===== config.mk =====
export PLATFORM = sky130hd
export DESIGN_NAME = lmp_host_port
export DESIGN_NICKNAME = d
export VERILOG_FILES = /design/src/lmp_pkg.sv /design/src/lmp_fifo.sv /design/src/lmp_host_port.sv
export SDC_FILE = /design/constraint.sdc
export NUM_CORES = 1
export LEC_CHECK = 0
export BUFFER_PORTS_ARGS = -buffer_cell sky130_fd_sc_hd__buf_2
export CORE_ASPECT_RATIO = 0.6
export CORE_MARGIN = 3
export CORE_UTILIZATION = 43
export CTS_CLUSTER_DIAMETER = 80
export DETAILED_ROUTE_END_ITERATION = 12
export GPL_TIMING_DRIVEN = 1
export PLACE_DENSITY_LB_ADDON = 0.3
export SYNTH_ARGS = -nofsm -noshare
export SYNTH_HDL_FRONTEND = slang
export SYNTH_HIERARCHICAL = 1
export SYNTH_SLANG_ARGS = --single-unit
export TNS_END_PERCENT = 5

===== constraint.sdc =====
create_clock -name i_ref_clk -period 3.23 [get_ports i_ref_clk]
set_clock_uncertainty 0.05 [all_clocks]
set_input_delay 0.1615 -clock i_ref_clk [delete_from_list [all_inputs] [get_ports i_ref_clk]]
set_output_delay 0.1615 -clock i_ref_clk [all_outputs]
set_load 0.01 [all_outputs]

===== src/lmp_pkg.sv =====
/*
  Constants for the display module host bus port: pin vector layout,
  reset values, buffer sizing and cycle-tracking states.
  Assumes a single 125 MHz reference clock and a synchronous reset.
*/
`default_nettype none
package lmp_pkg;
  // Data bus width
  localparam int unsigned LMP_DATA_W      = 8;
  // Buffer depth in words
  localparam int unsigned LMP_FIFO_DEPTH  = 16;
  // Buffer word: command flag above the data byte
  localparam int unsigned LMP_WORD_W      = LMP_DATA_W + 1;
  // Pin vector layout
  localparam int unsigned LMP_PIN_RST_N   = 0;
  localparam int unsigned LMP_PIN_CS_N    = 1;
  localparam int unsigned LMP_PIN_RS      = 2;
  localparam int unsigned LMP_PIN_STYLE   = 3;
  localparam int unsigned LMP_PIN_WR_RW   = 4;
  localparam int unsigned LMP_PIN_RD_EN   = 5;
  localparam int unsigned LMP_PIN_DATA_LO = 6;
  localparam int unsigned LMP_PIN_W       = LMP_PIN_DATA_LO + LMP_DATA_W;
  // Idle pin levels: reset released, deselected, enable style with enable low
  // and direction high, so no strobe edge is seen as the stages fill
  localparam logic [13:0] LMP_PIN_RST_VAL = 14'h001B;
  // Byte driven while the bus is released
  localparam logic [7:0]  LMP_BUS_RST_VAL = 8'h00;
  // Bus style codes on the select pin
  localparam logic        LMP_STYLE_ENABLE = 1'h1;
  localparam logic        LMP_STYLE_STROBE = 1'h0;
  // Read cycle tracking
  typedef enum logic [0:0] {
    LMP_ST_IDLE = 1'b0,
    LMP_ST_READ = 1'b1
  } lmp_state_t;
endpackage : lmp_pkg
`default_nettype wire


===== src/lmp_fifo.sv =====
/*
  Synchronous FIFO with valid/ready on both sides; width and depth
  are parameters. Assumes one clock and a synchronous active-high reset.
*/
`timescale 1ns/1ns
`default_nettype none
module lmp_fifo #(
  parameter int unsigned WIDTH = 9,
  parameter int unsigned DEPTH = 16
) (
  input  wire logic             i_ref_clk,
  input  wire logic             i_srst,
  input  wire logic             i_in_valid,
  output logic                  o_in_ready,
  input  wire logic [WIDTH-1:0] i_in_data,
  output logic                  o_out_valid,
  input  wire logic             i_out_ready,
  output logic [WIDTH-1:0]      o_out_data
);
  localparam int unsigned AW = (DEPTH > 1) ? $clog2(DEPTH) : 1;

  logic [WIDTH-1:0] mem [DEPTH];   // Storage array
  logic [AW-1:0]    wr_ptr;        // Next slot to fill
  logic [AW-1:0]    rd_ptr;        // Oldest slot
  logic [AW:0]      count;         // Words held
  logic             push;          // Accepted write
  logic             pop;           // Accepted read

  // Honest flags straight from the count
  assign o_in_ready  = (count != (AW+1)'(DEPTH));
  assign o_out_valid = (count != '0);
  assign o_out_data  = mem[rd_ptr];
  assign push        = i_in_valid && o_in_ready;
  assign pop         = o_out_valid && i_out_ready;

  // Storage write; no reset needed on data
  always_ff @(posedge i_ref_clk) begin
    if (push) begin
      mem[wr_ptr] <= i_in_data;
    end
  end

  // Pointers wrap at DEPTH, so any depth works
  always_ff @(posedge i_ref_clk) begin
    if (i_srst) begin
      wr_ptr <= '0;
      rd_ptr <= '0;
    end else begin
      if (push) begin
        wr_ptr <= (wr_ptr == AW'(DEPTH - 1)) ? '0 : wr_ptr + 1'b1;
      end
      if (pop) begin
        rd_ptr <= (rd_ptr == AW'(DEPTH - 1)) ? '0 : rd_ptr + 1'b1;
      end
    end
  end

  // Occupancy
  always_ff @(posedge i_ref_clk) begin
    if (i_srst) begin
      count <= '0;
    end else if (push && !pop) begin
      count <= count + 1'b1;
    end else if (pop && !push) begin
      count <= count - 1'b1;
    end
  end
endmodule : lmp_fifo
`default_nettype wire


===== src/lmp_host_port.sv =====
/*
  Host bus port of a graphic display module: decodes host writes
  (command or data/parameter) into a buffered stream and answers host
  reads with status or display data. Supports strobe style and
  enable-plus-direction style, chosen by a static pin.
  Assumes all host pins are asynchronous to i_ref_clk and that host
  strobes last several reference clocks; the user side is synchronous.
*/
`timescale 1ns/1ns
`default_nettype none
module lmp_host_port
  import lmp_pkg::*;
#(
  parameter int unsigned FIFO_DEPTH = LMP_FIFO_DEPTH
) (
  input  wire logic                  i_ref_clk,
  input  wire logic                  i_srst,
  // Host pins
  input  wire logic                  i_reset_n,
  input  wire logic                  i_chip_select_n,
  input  wire logic                  i_register_select,
  input  wire logic                  i_bus_style_select,
  input  wire logic                  i_write_n_dir,
  input  wire logic                  i_read_n_enable,
  input  wire logic [LMP_DATA_W-1:0] i_data_bus,
  output logic      [LMP_DATA_W-1:0] o_data_bus,
  output logic                       o_data_bus_oe,
  // Write stream to the controller core
  output logic                       o_wr_valid,
  input  wire logic                  i_wr_ready,
  output logic                       o_wr_is_command,
  output logic      [LMP_DATA_W-1:0] o_wr_data,
  output logic                       o_wr_overrun,
  output logic                       o_wr_buf_ready,
  // Read sources from the controller core
  input  wire logic [LMP_DATA_W-1:0] i_status_byte,
  input  wire logic [LMP_DATA_W-1:0] i_read_byte,
  output logic                       o_read_taken,
  output logic                       o_in_reset
);

  logic [LMP_PIN_W-1:0]  pins;       // Raw pin vector
  logic [LMP_PIN_W-1:0]  sync1;      // First stage, read only by sync2
  logic [LMP_PIN_W-1:0]  sync2;      // Second stage
  logic [LMP_PIN_W-1:0]  sync3;      // Third stage
  logic [LMP_PIN_W-1:0]  filt;       // Agreed pin levels
  logic                  prev_wr;    // Last agreed write/direction pin
  logic                  prev_rd;    // Last agreed read/enable pin
  logic                  dev_rst;    // Combined device reset
  logic                  selected;   // Chip select asserted
  logic                  style_en;   // Enable-plus-direction style
  logic                  rd_active;  // Host is in a selected read
  logic                  wr_event;   // Host write completed this cycle
  logic [LMP_WORD_W-1:0] wr_word;    // Flag and byte for the buffer
  logic                  buf_ready;  // Buffer can take a word
  logic                  buf_valid;  // Buffer holds a word
  logic [LMP_WORD_W-1:0] buf_word;   // Oldest buffered word
  logic                  buf_pop;    // Move word to output stage
  lmp_state_t            state;      // Read cycle tracking
  lmp_state_t            next_state; // Next tracking state
  logic                  read_rs;    // Select level held for this read

  assign pins = {i_data_bus, i_read_n_enable, i_write_n_dir, i_bus_style_select,
                 i_register_select, i_chip_select_n, i_reset_n};

  // Three-stage synchroniser per pin; a level counts once stages two
  // and three agree, which also rejects single-sample glitches
  genvar g;
  generate
    for (g = 0; g < LMP_PIN_W; g++) begin : g_pin
      always_ff @(posedge i_ref_clk) begin
        if (i_srst) begin
          sync1[g] <= LMP_PIN_RST_VAL[g];
          sync2[g] <= LMP_PIN_RST_VAL[g];
          sync3[g] <= LMP_PIN_RST_VAL[g];
          filt[g]  <= LMP_PIN_RST_VAL[g];
        end else begin
          sync1[g] <= pins[g];
          sync2[g] <= sync1[g];
          sync3[g] <= sync2[g];
          if (sync2[g] == sync3[g]) begin
            filt[g] <= sync3[g];
          end
        end
      end
    end
  endgenerate

  // Pin reset is active low; synchronisers stay alive so release is seen
  assign dev_rst  = i_srst || !filt[LMP_PIN_RST_N];
  assign selected = !filt[LMP_PIN_CS_N];
  assign style_en = (filt[LMP_PIN_STYLE] == LMP_STYLE_ENABLE);

  // Read window: low read strobe, or high enable with direction high
  always_comb begin
    if (style_en) begin
      rd_active = selected && filt[LMP_PIN_RD_EN] && filt[LMP_PIN_WR_RW];
    end else begin
      rd_active = selected && !filt[LMP_PIN_RD_EN];
    end
  end

  // Write completion edge; deselected strobes never count
  always_comb begin
    if (style_en) begin
      wr_event = selected && !filt[LMP_PIN_WR_RW]
                 && prev_rd && !filt[LMP_PIN_RD_EN];
    end else begin
      wr_event = selected && !prev_wr && filt[LMP_PIN_WR_RW];
    end
    wr_event = wr_event && !dev_rst;
  end

  // Select high marks a command code, low marks data or parameter
  assign wr_word = {filt[LMP_PIN_RS],
                    filt[LMP_PIN_DATA_LO +: LMP_DATA_W]};

  // Strobe history for edge detection
  always_ff @(posedge i_ref_clk) begin
    if (dev_rst) begin
      prev_wr <= LMP_PIN_RST_VAL[LMP_PIN_WR_RW];
      prev_rd <= LMP_PIN_RST_VAL[LMP_PIN_RD_EN];
    end else begin
      prev_wr <= filt[LMP_PIN_WR_RW];
      prev_rd <= filt[LMP_PIN_RD_EN];
    end
  end

  // Host writes cannot be stalled, so the buffer absorbs bursts
  lmp_fifo #(
    .WIDTH (LMP_WORD_W),
    .DEPTH (FIFO_DEPTH)
  ) u_wr_fifo (
    .i_ref_clk   (i_ref_clk),
    .i_srst      (dev_rst),
    .i_in_valid  (wr_event),
    .o_in_ready  (buf_ready),
    .i_in_data   (wr_word),
    .o_out_valid (buf_valid),
    .i_out_ready (buf_pop),
    .o_out_data  (buf_word)
  );

  // Output stage refills when empty or when the core takes the word
  assign buf_pop = buf_valid && (!o_wr_valid || i_wr_ready);

  // Registered write stream toward the core
  always_ff @(posedge i_ref_clk) begin
    if (dev_rst) begin
      o_wr_valid      <= 1'b0;
      o_wr_is_command <= 1'b0;
      o_wr_data       <= LMP_BUS_RST_VAL;
    end else if (buf_pop) begin
      o_wr_valid      <= 1'b1;
      o_wr_is_command <= buf_word[LMP_DATA_W];
      o_wr_data       <= buf_word[LMP_DATA_W-1:0];
    end else if (i_wr_ready) begin
      o_wr_valid      <= 1'b0;
    end
  end

  // Buffer status; an overrun loses the byte since the host has no wait pin
  always_ff @(posedge i_ref_clk) begin
    if (dev_rst) begin
      o_wr_buf_ready <= 1'b0;
      o_wr_overrun   <= 1'b0;
    end else begin
      o_wr_buf_ready <= buf_ready;
      o_wr_overrun   <= wr_event && !buf_ready;
    end
  end

  // Read tracking: select level fixed at the start of each read
  always_comb begin
    next_state = state;
    case (state)
      LMP_ST_IDLE: begin
        if (rd_active) begin
          next_state = LMP_ST_READ;
        end
      end
      LMP_ST_READ: begin
        if (!rd_active) begin
          next_state = LMP_ST_IDLE;
        end
      end
      default: begin
        next_state = LMP_ST_IDLE;
      end
    endcase
  end

  // State and held select level
  always_ff @(posedge i_ref_clk) begin
    if (dev_rst) begin
      state   <= LMP_ST_IDLE;
      read_rs <= 1'b0;
    end else begin
      state <= next_state;
      if (state == LMP_ST_IDLE && rd_active) begin
        read_rs <= filt[LMP_PIN_RS];
      end
    end
  end

  // Drive the bus only inside a selected read; released otherwise
  always_ff @(posedge i_ref_clk) begin
    if (dev_rst) begin
      o_data_bus_oe <= 1'b0;
      o_data_bus    <= LMP_BUS_RST_VAL;
    end else begin
      o_data_bus_oe <= rd_active;
      if (!rd_active) begin
        o_data_bus <= LMP_BUS_RST_VAL;
      end else if (filt[LMP_PIN_RS]) begin
        o_data_bus <= i_read_byte;
      end else begin
        o_data_bus <= i_status_byte;
      end
    end
  end

  // Data reads advance the core's pointer once, at the end of the read;
  // status reads have no side effect
  always_ff @(posedge i_ref_clk) begin
    if (dev_rst) begin
      o_read_taken <= 1'b0;
    end else begin
      o_read_taken <= (state == LMP_ST_READ) && !rd_active && read_rs;
    end
  end

  // Reset indication for the core
  always_ff @(posedge i_ref_clk) begin
    if (i_srst) begin
      o_in_reset <= 1'b1;
    end else begin
      o_in_reset <= !filt[LMP_PIN_RST_N];
    end
  end
endmodule : lmp_host_port
`default_nettype wire


# Yosys cells after proc, flatten, opt, wreduce, memory -nomap -nowiden
# Memories as Yosys holds them, arrays and structs flattened. A register that Yosys moved wholly into a read port is not among the register bits.
# Cells that the tools add are included.
[op_classes]
n_div = 0
n_eq_ne = 17
shifts = 0
reduce_logical = 35
mux = 12
add_sub_neg = 4
n_lt_le_gt_ge = 0
n_mul = 0
bitwise_logic = 2
[op_table]
columns = ["operator", "count"]
rows = [
  ["$logic_and A1 B1 Y1", 18],
  ["$eq A1 B1 Y1", 14],
  ["$logic_not A1 Y1", 11],
  ["$mux W5", 2],
  ["$add A4 B1 Y4 const B", 2],
  ["$eq A4 B4 Y1 const B", 2],
  ["$mux W4", 2],
  ["$mux W8", 1],
  ["$mux W1", 7],
  ["$add A5 B1 Y5 const B", 1],
  ["$ne A5 B5 Y1 const B", 1],
  ["$reduce_bool A5 Y1", 1],
  ["$sub A5 B1 Y5 const B", 1],
  ["$reduce_bool A2 Y1", 2],
  ["$logic_or A1 B1 Y1", 2],
  ["$not A1 Y1", 2],
  ["$reduce_or A2 Y1", 1],
]
[word_totals]
romBits = 0
ff_bits = 87
elab_cells = 141
latch_bits = 0
out_inout_bits = 23
mem_count = 1
mem_bits_rw = 144
[memory_table]
columns = ["memory", "words", "width", "read_ports", "rd_clocked_by_memory_dff", "write_ports", "line_no", "source"]
rows = [
  ["u_wr_fifo.mem", 16, 9, 1, 1, 1, "lmp_fifo.sv:22", "logic [WIDTH-1:0] mem [DEPTH];"],
]

# Logic depth before layout (Yosys ltp)
[logic_depth]
word_depth = 11
mapped_depth = 14
depth_no_buf = 12

# Cells and area by module
# The synthesis kept the hierarchy.
[modules_own_cells]
columns = ["mod", "seq_area_each_um2", "cells_per_inst", "area_per_inst_um2", "instances"]
rows = [
  ["lmp_fifo", 4664.5, 332, 6363.6, 1],
  ["lmp_host_port", 1641.6, 249, 2566.2, 1],
]

# Least setup slack after synthesis
# No wires, ideal clock.
[synth_timing]
kind = "register to register"
start = "register u_wr_fifo.count[0]"
end = "register u_wr_fifo.count[4]"
n_path_buf = 2
required_time_ns = 3.059
path_stages_with_launch = 15
synth_period_minus_slack_ns = 3.127
t_arrival_ns = 2.957
slack_ns = 0.103
cell_sequence = "dfxtp_1 -> nor4_1 -> nand2_1 -> buf_2 -> inv_1 -> clkbuf_1 -> nor2_1 -> o21ai_4 -> ha_1 -> inv_1 -> fa_1 -> nand3_1 -> a211oi_1 -> a31oi_1 -> mux2_2"
[synth_between]
elab_chain_cells = 6
word_cells_on_any_way = 14
classes_between = "2 x add/sub; 1 x eq/ne; 2 x mux; 9 x reduce/logical"
[synth_rtl]
columns = ["item", "line_no", "source"]
rows = [
  ["start: declaration", "lmp_fifo.sv:25", "logic [AW:0] count;"],
  ["start signal: assignment", "lmp_fifo.sv:63", "count <= count + 1'b1;"],
  ["start signal: assignment", "lmp_fifo.sv:65", "count <= count - 1'b1;"],
  ["$reduce_bool A5 Y1 *", "lmp_fifo.sv:31", "assign o_out_valid = (count != '0);"],
  ["named net buf_valid", "lmp_host_port.sv:56", "logic buf_valid;"],
  ["$logic_and A1 B1 Y1 *", "lmp_host_port.sv:145", "assign buf_pop = buf_valid && (!o_wr_valid || i_wr_ready);"],
  ["named net buf_pop", "lmp_host_port.sv:58", "logic buf_pop;"],
  ["$logic_and A1 B1 Y1 *", "lmp_fifo.sv:34", "assign pop = o_out_valid && i_out_ready;"],
  ["$logic_not A1 Y1", "lmp_fifo.sv:62", "end else if (push && !pop) begin"],
  ["$logic_and A1 B1 Y1", "lmp_fifo.sv:62", ""],
  ["$mux W5 or $reduce_bool A2 Y1 (tied branches)", "--", ""],
]
# Mark *: on every way through the listed nets, which the timed path passes. The rest lies on a longest branch. The select of a mux whose other input is x is not followed.
# A chain may end at the register's enable or synchronous reset.

# Final worst setup path
[layout_timing]
start = "register filt[4]"
end = "register u_wr_fifo.count[4]"
[layout_between]
elab_chain_cells = 10
word_cells_on_any_way = 13
classes_between = "2 x mux; 11 x reduce/logical"
[layout_rtl]
columns = ["item", "line_no", "source"]
rows = [
  ["start: declaration", "lmp_host_port.sv:46", "logic [LMP_PIN_W-1:0] filt;"],
  ["start signal: indexed assignment", "lmp_host_port.sv:76", "filt[g] <= LMP_PIN_RST_VAL[g];"],
  ["start signal: indexed assignment", "lmp_host_port.sv:82", "filt[g] <= sync3[g];"],
  ["$logic_not A1 Y1", "lmp_host_port.sv:106", "wr_event = selected && !filt[LMP_PIN_WR_RW]"],
  ["$logic_and A1 B1 Y1", "lmp_host_port.sv:106", ""],
  ["$logic_and A1 B1 Y1 (2 in a row)", "lmp_host_port.sv:107", "&& prev_rd && !filt[LMP_PIN_RD_EN];"],
  ["$mux W1 *", "lmp_host_port.sv:105", "if (style_en) begin"],
  ["$logic_and A1 B1 Y1 *", "lmp_host_port.sv:111", "wr_event = wr_event && !dev_rst;"],
  ["named net wr_event", "lmp_host_port.sv:53", "logic wr_event;"],
  ["$logic_and A1 B1 Y1 *", "lmp_fifo.sv:33", "assign push = i_in_valid && o_in_ready;"],
  ["named net u_wr_fifo.push", "lmp_fifo.sv:26", "logic push;"],
  ["$logic_not A1 Y1", "lmp_fifo.sv:64", "end else if (pop && !push) begin"],
  ["$logic_and A1 B1 Y1", "lmp_fifo.sv:64", ""],
  ["$reduce_bool A2 Y1 (no line)", "--", ""],
]
# Mark *: on every way through the listed nets, which the timed path passes. The rest lies on a longest branch.

==> flow_metrics.py <==
metrics = {
    "run_status": {
        "outcome": "finished, final reports clean",
    },
    "synth": {
        "synth_area_leader_cell": "edfxtp_1",
        "synth_seq_cells": 243,
        "synth_area_leaders": "edfxtp_1 48%, dfxtp_1 22%, mux4_2 9.1%",
        "syn_inst": 581,
        "synth_edf_count": 144,
        "synth_top_area_frac": 0.484,
        "synth_fp_nets": 624,
        "synthTopCellsByCount": "144 x edfxtp_1, 99 x dfxtp_1, 40 x nor2_1",
        "syn_avg_cell_area_sq_um": 15.4,
        "yosysSeqAreaShare": 0.706,
        "yosysMostFrequentCell": "edfxtp_1",
        "synth-main-ff-cell": "edfxtp_1",
        "yosys.cell_types.count": 49,
        "netlist_area_sq_mm": 0.00893,
        "async_flop_share": 0,
        "yosysWarnings": 6,
    },
    "detailed_routing": {
        "num_vias": 5096,
        "wl_um": 17600,
        "wl_per_cell_um": 18.0,
        "via_per_inst": 5.21,
        "ant_nets": 0,
        "drt_pre_antenna_iters": 5,
        "drc": 0,
        "drt_iter0_drc": 451,
    },
    "placement": {
        "post-place-cells": 908,
        "port_buffers": 55,
        "dpl.hpwl_um": 11300,
        "post_dp_cell_area_sq_mm": 0.00962,
        "globalplace.congestion": 0.762,
    },
    "critical_path": {
        "rr_worst_depth": 12,
        "critical_path.endpoint": "u_wr_fifo/count[4]$_SDFFE_PP0P_",
        "reg2reg_from": "filt[4]$_SDFFE_PP1N_",
        "slowest_stage": "fa_1",
        "worstPathArrival_ns": 3.30,
        "slowest_delay_ns": 0.48,
        "worstSetupStartpoint": "filt[4]$_SDFFE_PP1N_",
        "r2r_slack_ns": 0.26,
        "cp-start-kind": "flip-flop",
        "crit_chain": "nor3b_1 -> a31oi_1 -> nor3_1 -> buf_4 -> a21boi_2 -> ha_1 -> inv_1 -> fa_1 -> nand3_1 -> a211oi_1 -> a31oi_1 -> mux2_2",
        "required_ns": 3.56,
        "reg2reg_to": "u_wr_fifo/count[4]$_SDFFE_PP0P_",
        "crit_type": "flip-flop to flip-flop",
        "cp_max_fo": 6,
        "end_kind": "flip-flop",
        "crit_path_frequent_cell": "a31oi_1",
    },
    "timing": {
        "rsz0062_at_grt": "false",
        "post-route-period-util": 0.920,
        "fin_setup_tns_ns": 0,
        "tightest_slew_ns": 1.07,
        "hold_viol": 0,
        "drv_slew": 0,
        "report.final.setup_viol": 0,
        "min_period_ns": 2.97,
        "slew_headroom": 0.283,
        "fmax_mhz": 337,
    },
    "grt": {
        "overflow": 0,
        "grt_pass1_wl_um": 27800,
        "track_usage": 0.158,
        "antenna_found_initial": 0,
        "first_global_vias": 4964,
        "grt_max_degree": 57,
    },
    "power_and_ir_drop": {
        "ir_drop_v": 0.000364,
        "p_per_area_mw_per_mm2": 574,
        "leakagePower_nw": 3.80,
    },
    "final_layout": {
        "n_fill_cell": 1610,
        "fin_util": 0.533,
        "final_layout_size_suffix_gt1_frac": 0.257,
        "area_growth_pct": 20.4,
        "nets": 732,
        "diodes": 0,
        "finalInstanceArea_sq_mm": 0.0107,
        "fin_cells": 978,
    },
    "floorplan": {
        "die_x_um": 192,
        "die_area_sq_mm": 0.0226,
        "core_area_sq_mm": 0.0202,
        "rows": 40,
        "num_io_pins": 56,
        "die_h_um": 118,
        "initial_core_util": 0.443,
    },
    "hold_path": {
        "hp-class": "input port to flip-flop",
        "min_from": "i_srst",
    },
    "clock_tree": {
        "htreeDepth": 1,
        "clk_latency_ns": 0.50,
        "tritoncts": "built",
        "numCtsBuffers": 22,
        "cts_num_sinks": 243,
        "clk_pin_slew_worst_paths_ns": 0.07,
        "cts-root-buf": "clkbuf_16",
        "cts_buffer_depth": 3,
    },
    "run": {
        "max_cap_viol_count": 0,
    },
}
[final cells by class]
type,count,area (sq um),area share
Clock inverter,8,91.3,0.00850
Sequential cell,243,6310,0.587
Tap cell,273,342,0.0318
Clock buffer,32,734,0.0683
Timing Repair Buffer,112,791,0.0736
Multi-Input combinational cell,301,2450,0.228
Inverter,9,33.8,0.00314
[cell families (layout without fill, tap and decap cells)]
family / Yosys count / in the layout / share of synthesized area
flip-flops: 243 / 243 / 0.706
XOR/XNOR: 4 / 4 / 0.00392
adder cells (fa/ha/maj): 10 / 10 / 0.0149
AO/OA/AOI/OAI: 88 / 88 / 0.0635
AND/OR/NAND/NOR: 149 / 149 / 0.0846
multiplexers: 50 / 50 / 0.107
buffers and inverters: 37 / 161 / 0.0203
[worst min path at each step]
| stage | end | slack (ns) | cells after the start |
|---|---|---|---|
| after floorplan | sync1[0]$_SDFF_PP1_ | 0.22 | 1 |
| after global placement | sync1[4]$_SDFF_PP1_ | 0.29 | 2 |
| after detailed placement | sync1[4]$_SDFF_PP1_ | 0.30 | 2 |
| after CTS | o_in_reset$_SDFF_PP1_ | 0.04 | 3 |
| after global routing | o_in_reset$_SDFF_PP1_ | 0.07 | 3 |
| final | o_in_reset$_SDFF_PP1_ | 0.06 | 3 |
[worst max-delay path, delay by kind of cell, from the launching register on]
family | cells | cell delay (ns)
adder cells (fa/ha/maj) | 2 | 0.69
AND/OR/NAND/NOR | 3 | 0.50
buffers and inverters | 2 | 0.30
multiplexers | 1 | 0.35
AO/OA/AOI/OAI | 4 | 0.56
flip-flops | 1 | 0.41
[per-layer routing]
layer / wire, um / share of wire / GRT usage / up-vias
met3: 1280 / 0.073 / 0.0310 / 21
li1: - / - / - / 2384
met5: 0 / 0 / 0 / -
met1: 8420 / 0.48 / 0.248 / 2513
met4: 211 / 0.012 / 0.0259 / 0
met2: 7660 / 0.44 / 0.234 / 178
[metrics by stage]
stage	total power [mW]	worst slack [ns]	hold slack (ns)
floorplan	3.38	0.103	0.215
global placement	3.41	0.442	0.295
detailed placement	3.41	0.294	0.299
CTS	6.24	0.251	0.0431
global route	6.38	0.0409	0.0701
finish	6.17	0.259	0.0553
[flip-flops by register name, summed over array words and instances (netlist names), 4 cells and up, named ones only]
register,flops
u_wr_fifo/rd_ptr,4
o_data_bus,8
u_wr_fifo/mem,144
o_wr_data,8
sync2,14
sync1,14
filt,13
sync3,14
u_wr_fifo/count,5
u_wr_fifo/wr_ptr,4
[where the power goes]
| group | leakage, nW | internal [mW] | switching (mW) |
|---|---|---|---|
| clock network | 0.411 | 1.69 | 1.12 |
| registers | 2.14 | 3.27 | 0.0103 |
| logic | 1.25 | 0.0563 | 0.0354 |
| total | 3.80 | 5.01 | 1.16 |
[what timing repair did]
item                                    in CTS  in global routing
endpoints found under the setup margin       0                  1
resized for setup                            0                  1
hold buffers                                30                  0
endpoints found under the hold margin       22                  0
setup buffers                                0                  0
[layout by cell type, fill, tap and decap left out, drive strengths merged, types with 3 or more instances in the layout]
master       count
nor2            40
nor3             5
nor2b           33
dlygate4sd3     30
mux2i           13
nand3           13
xor2             3
inv             10
clkinv           6
a21oi           31
or2             13
clkbuf          32
mux4            36
dfxtp           99
o21ai           21
a31oi            3
nand2           28
buf             82
nor4             4
nand2b           3
a22oi           18
and2             3
edfxtp         144
o21bai           4
ha               9
(Power assumes the default switching activity.)
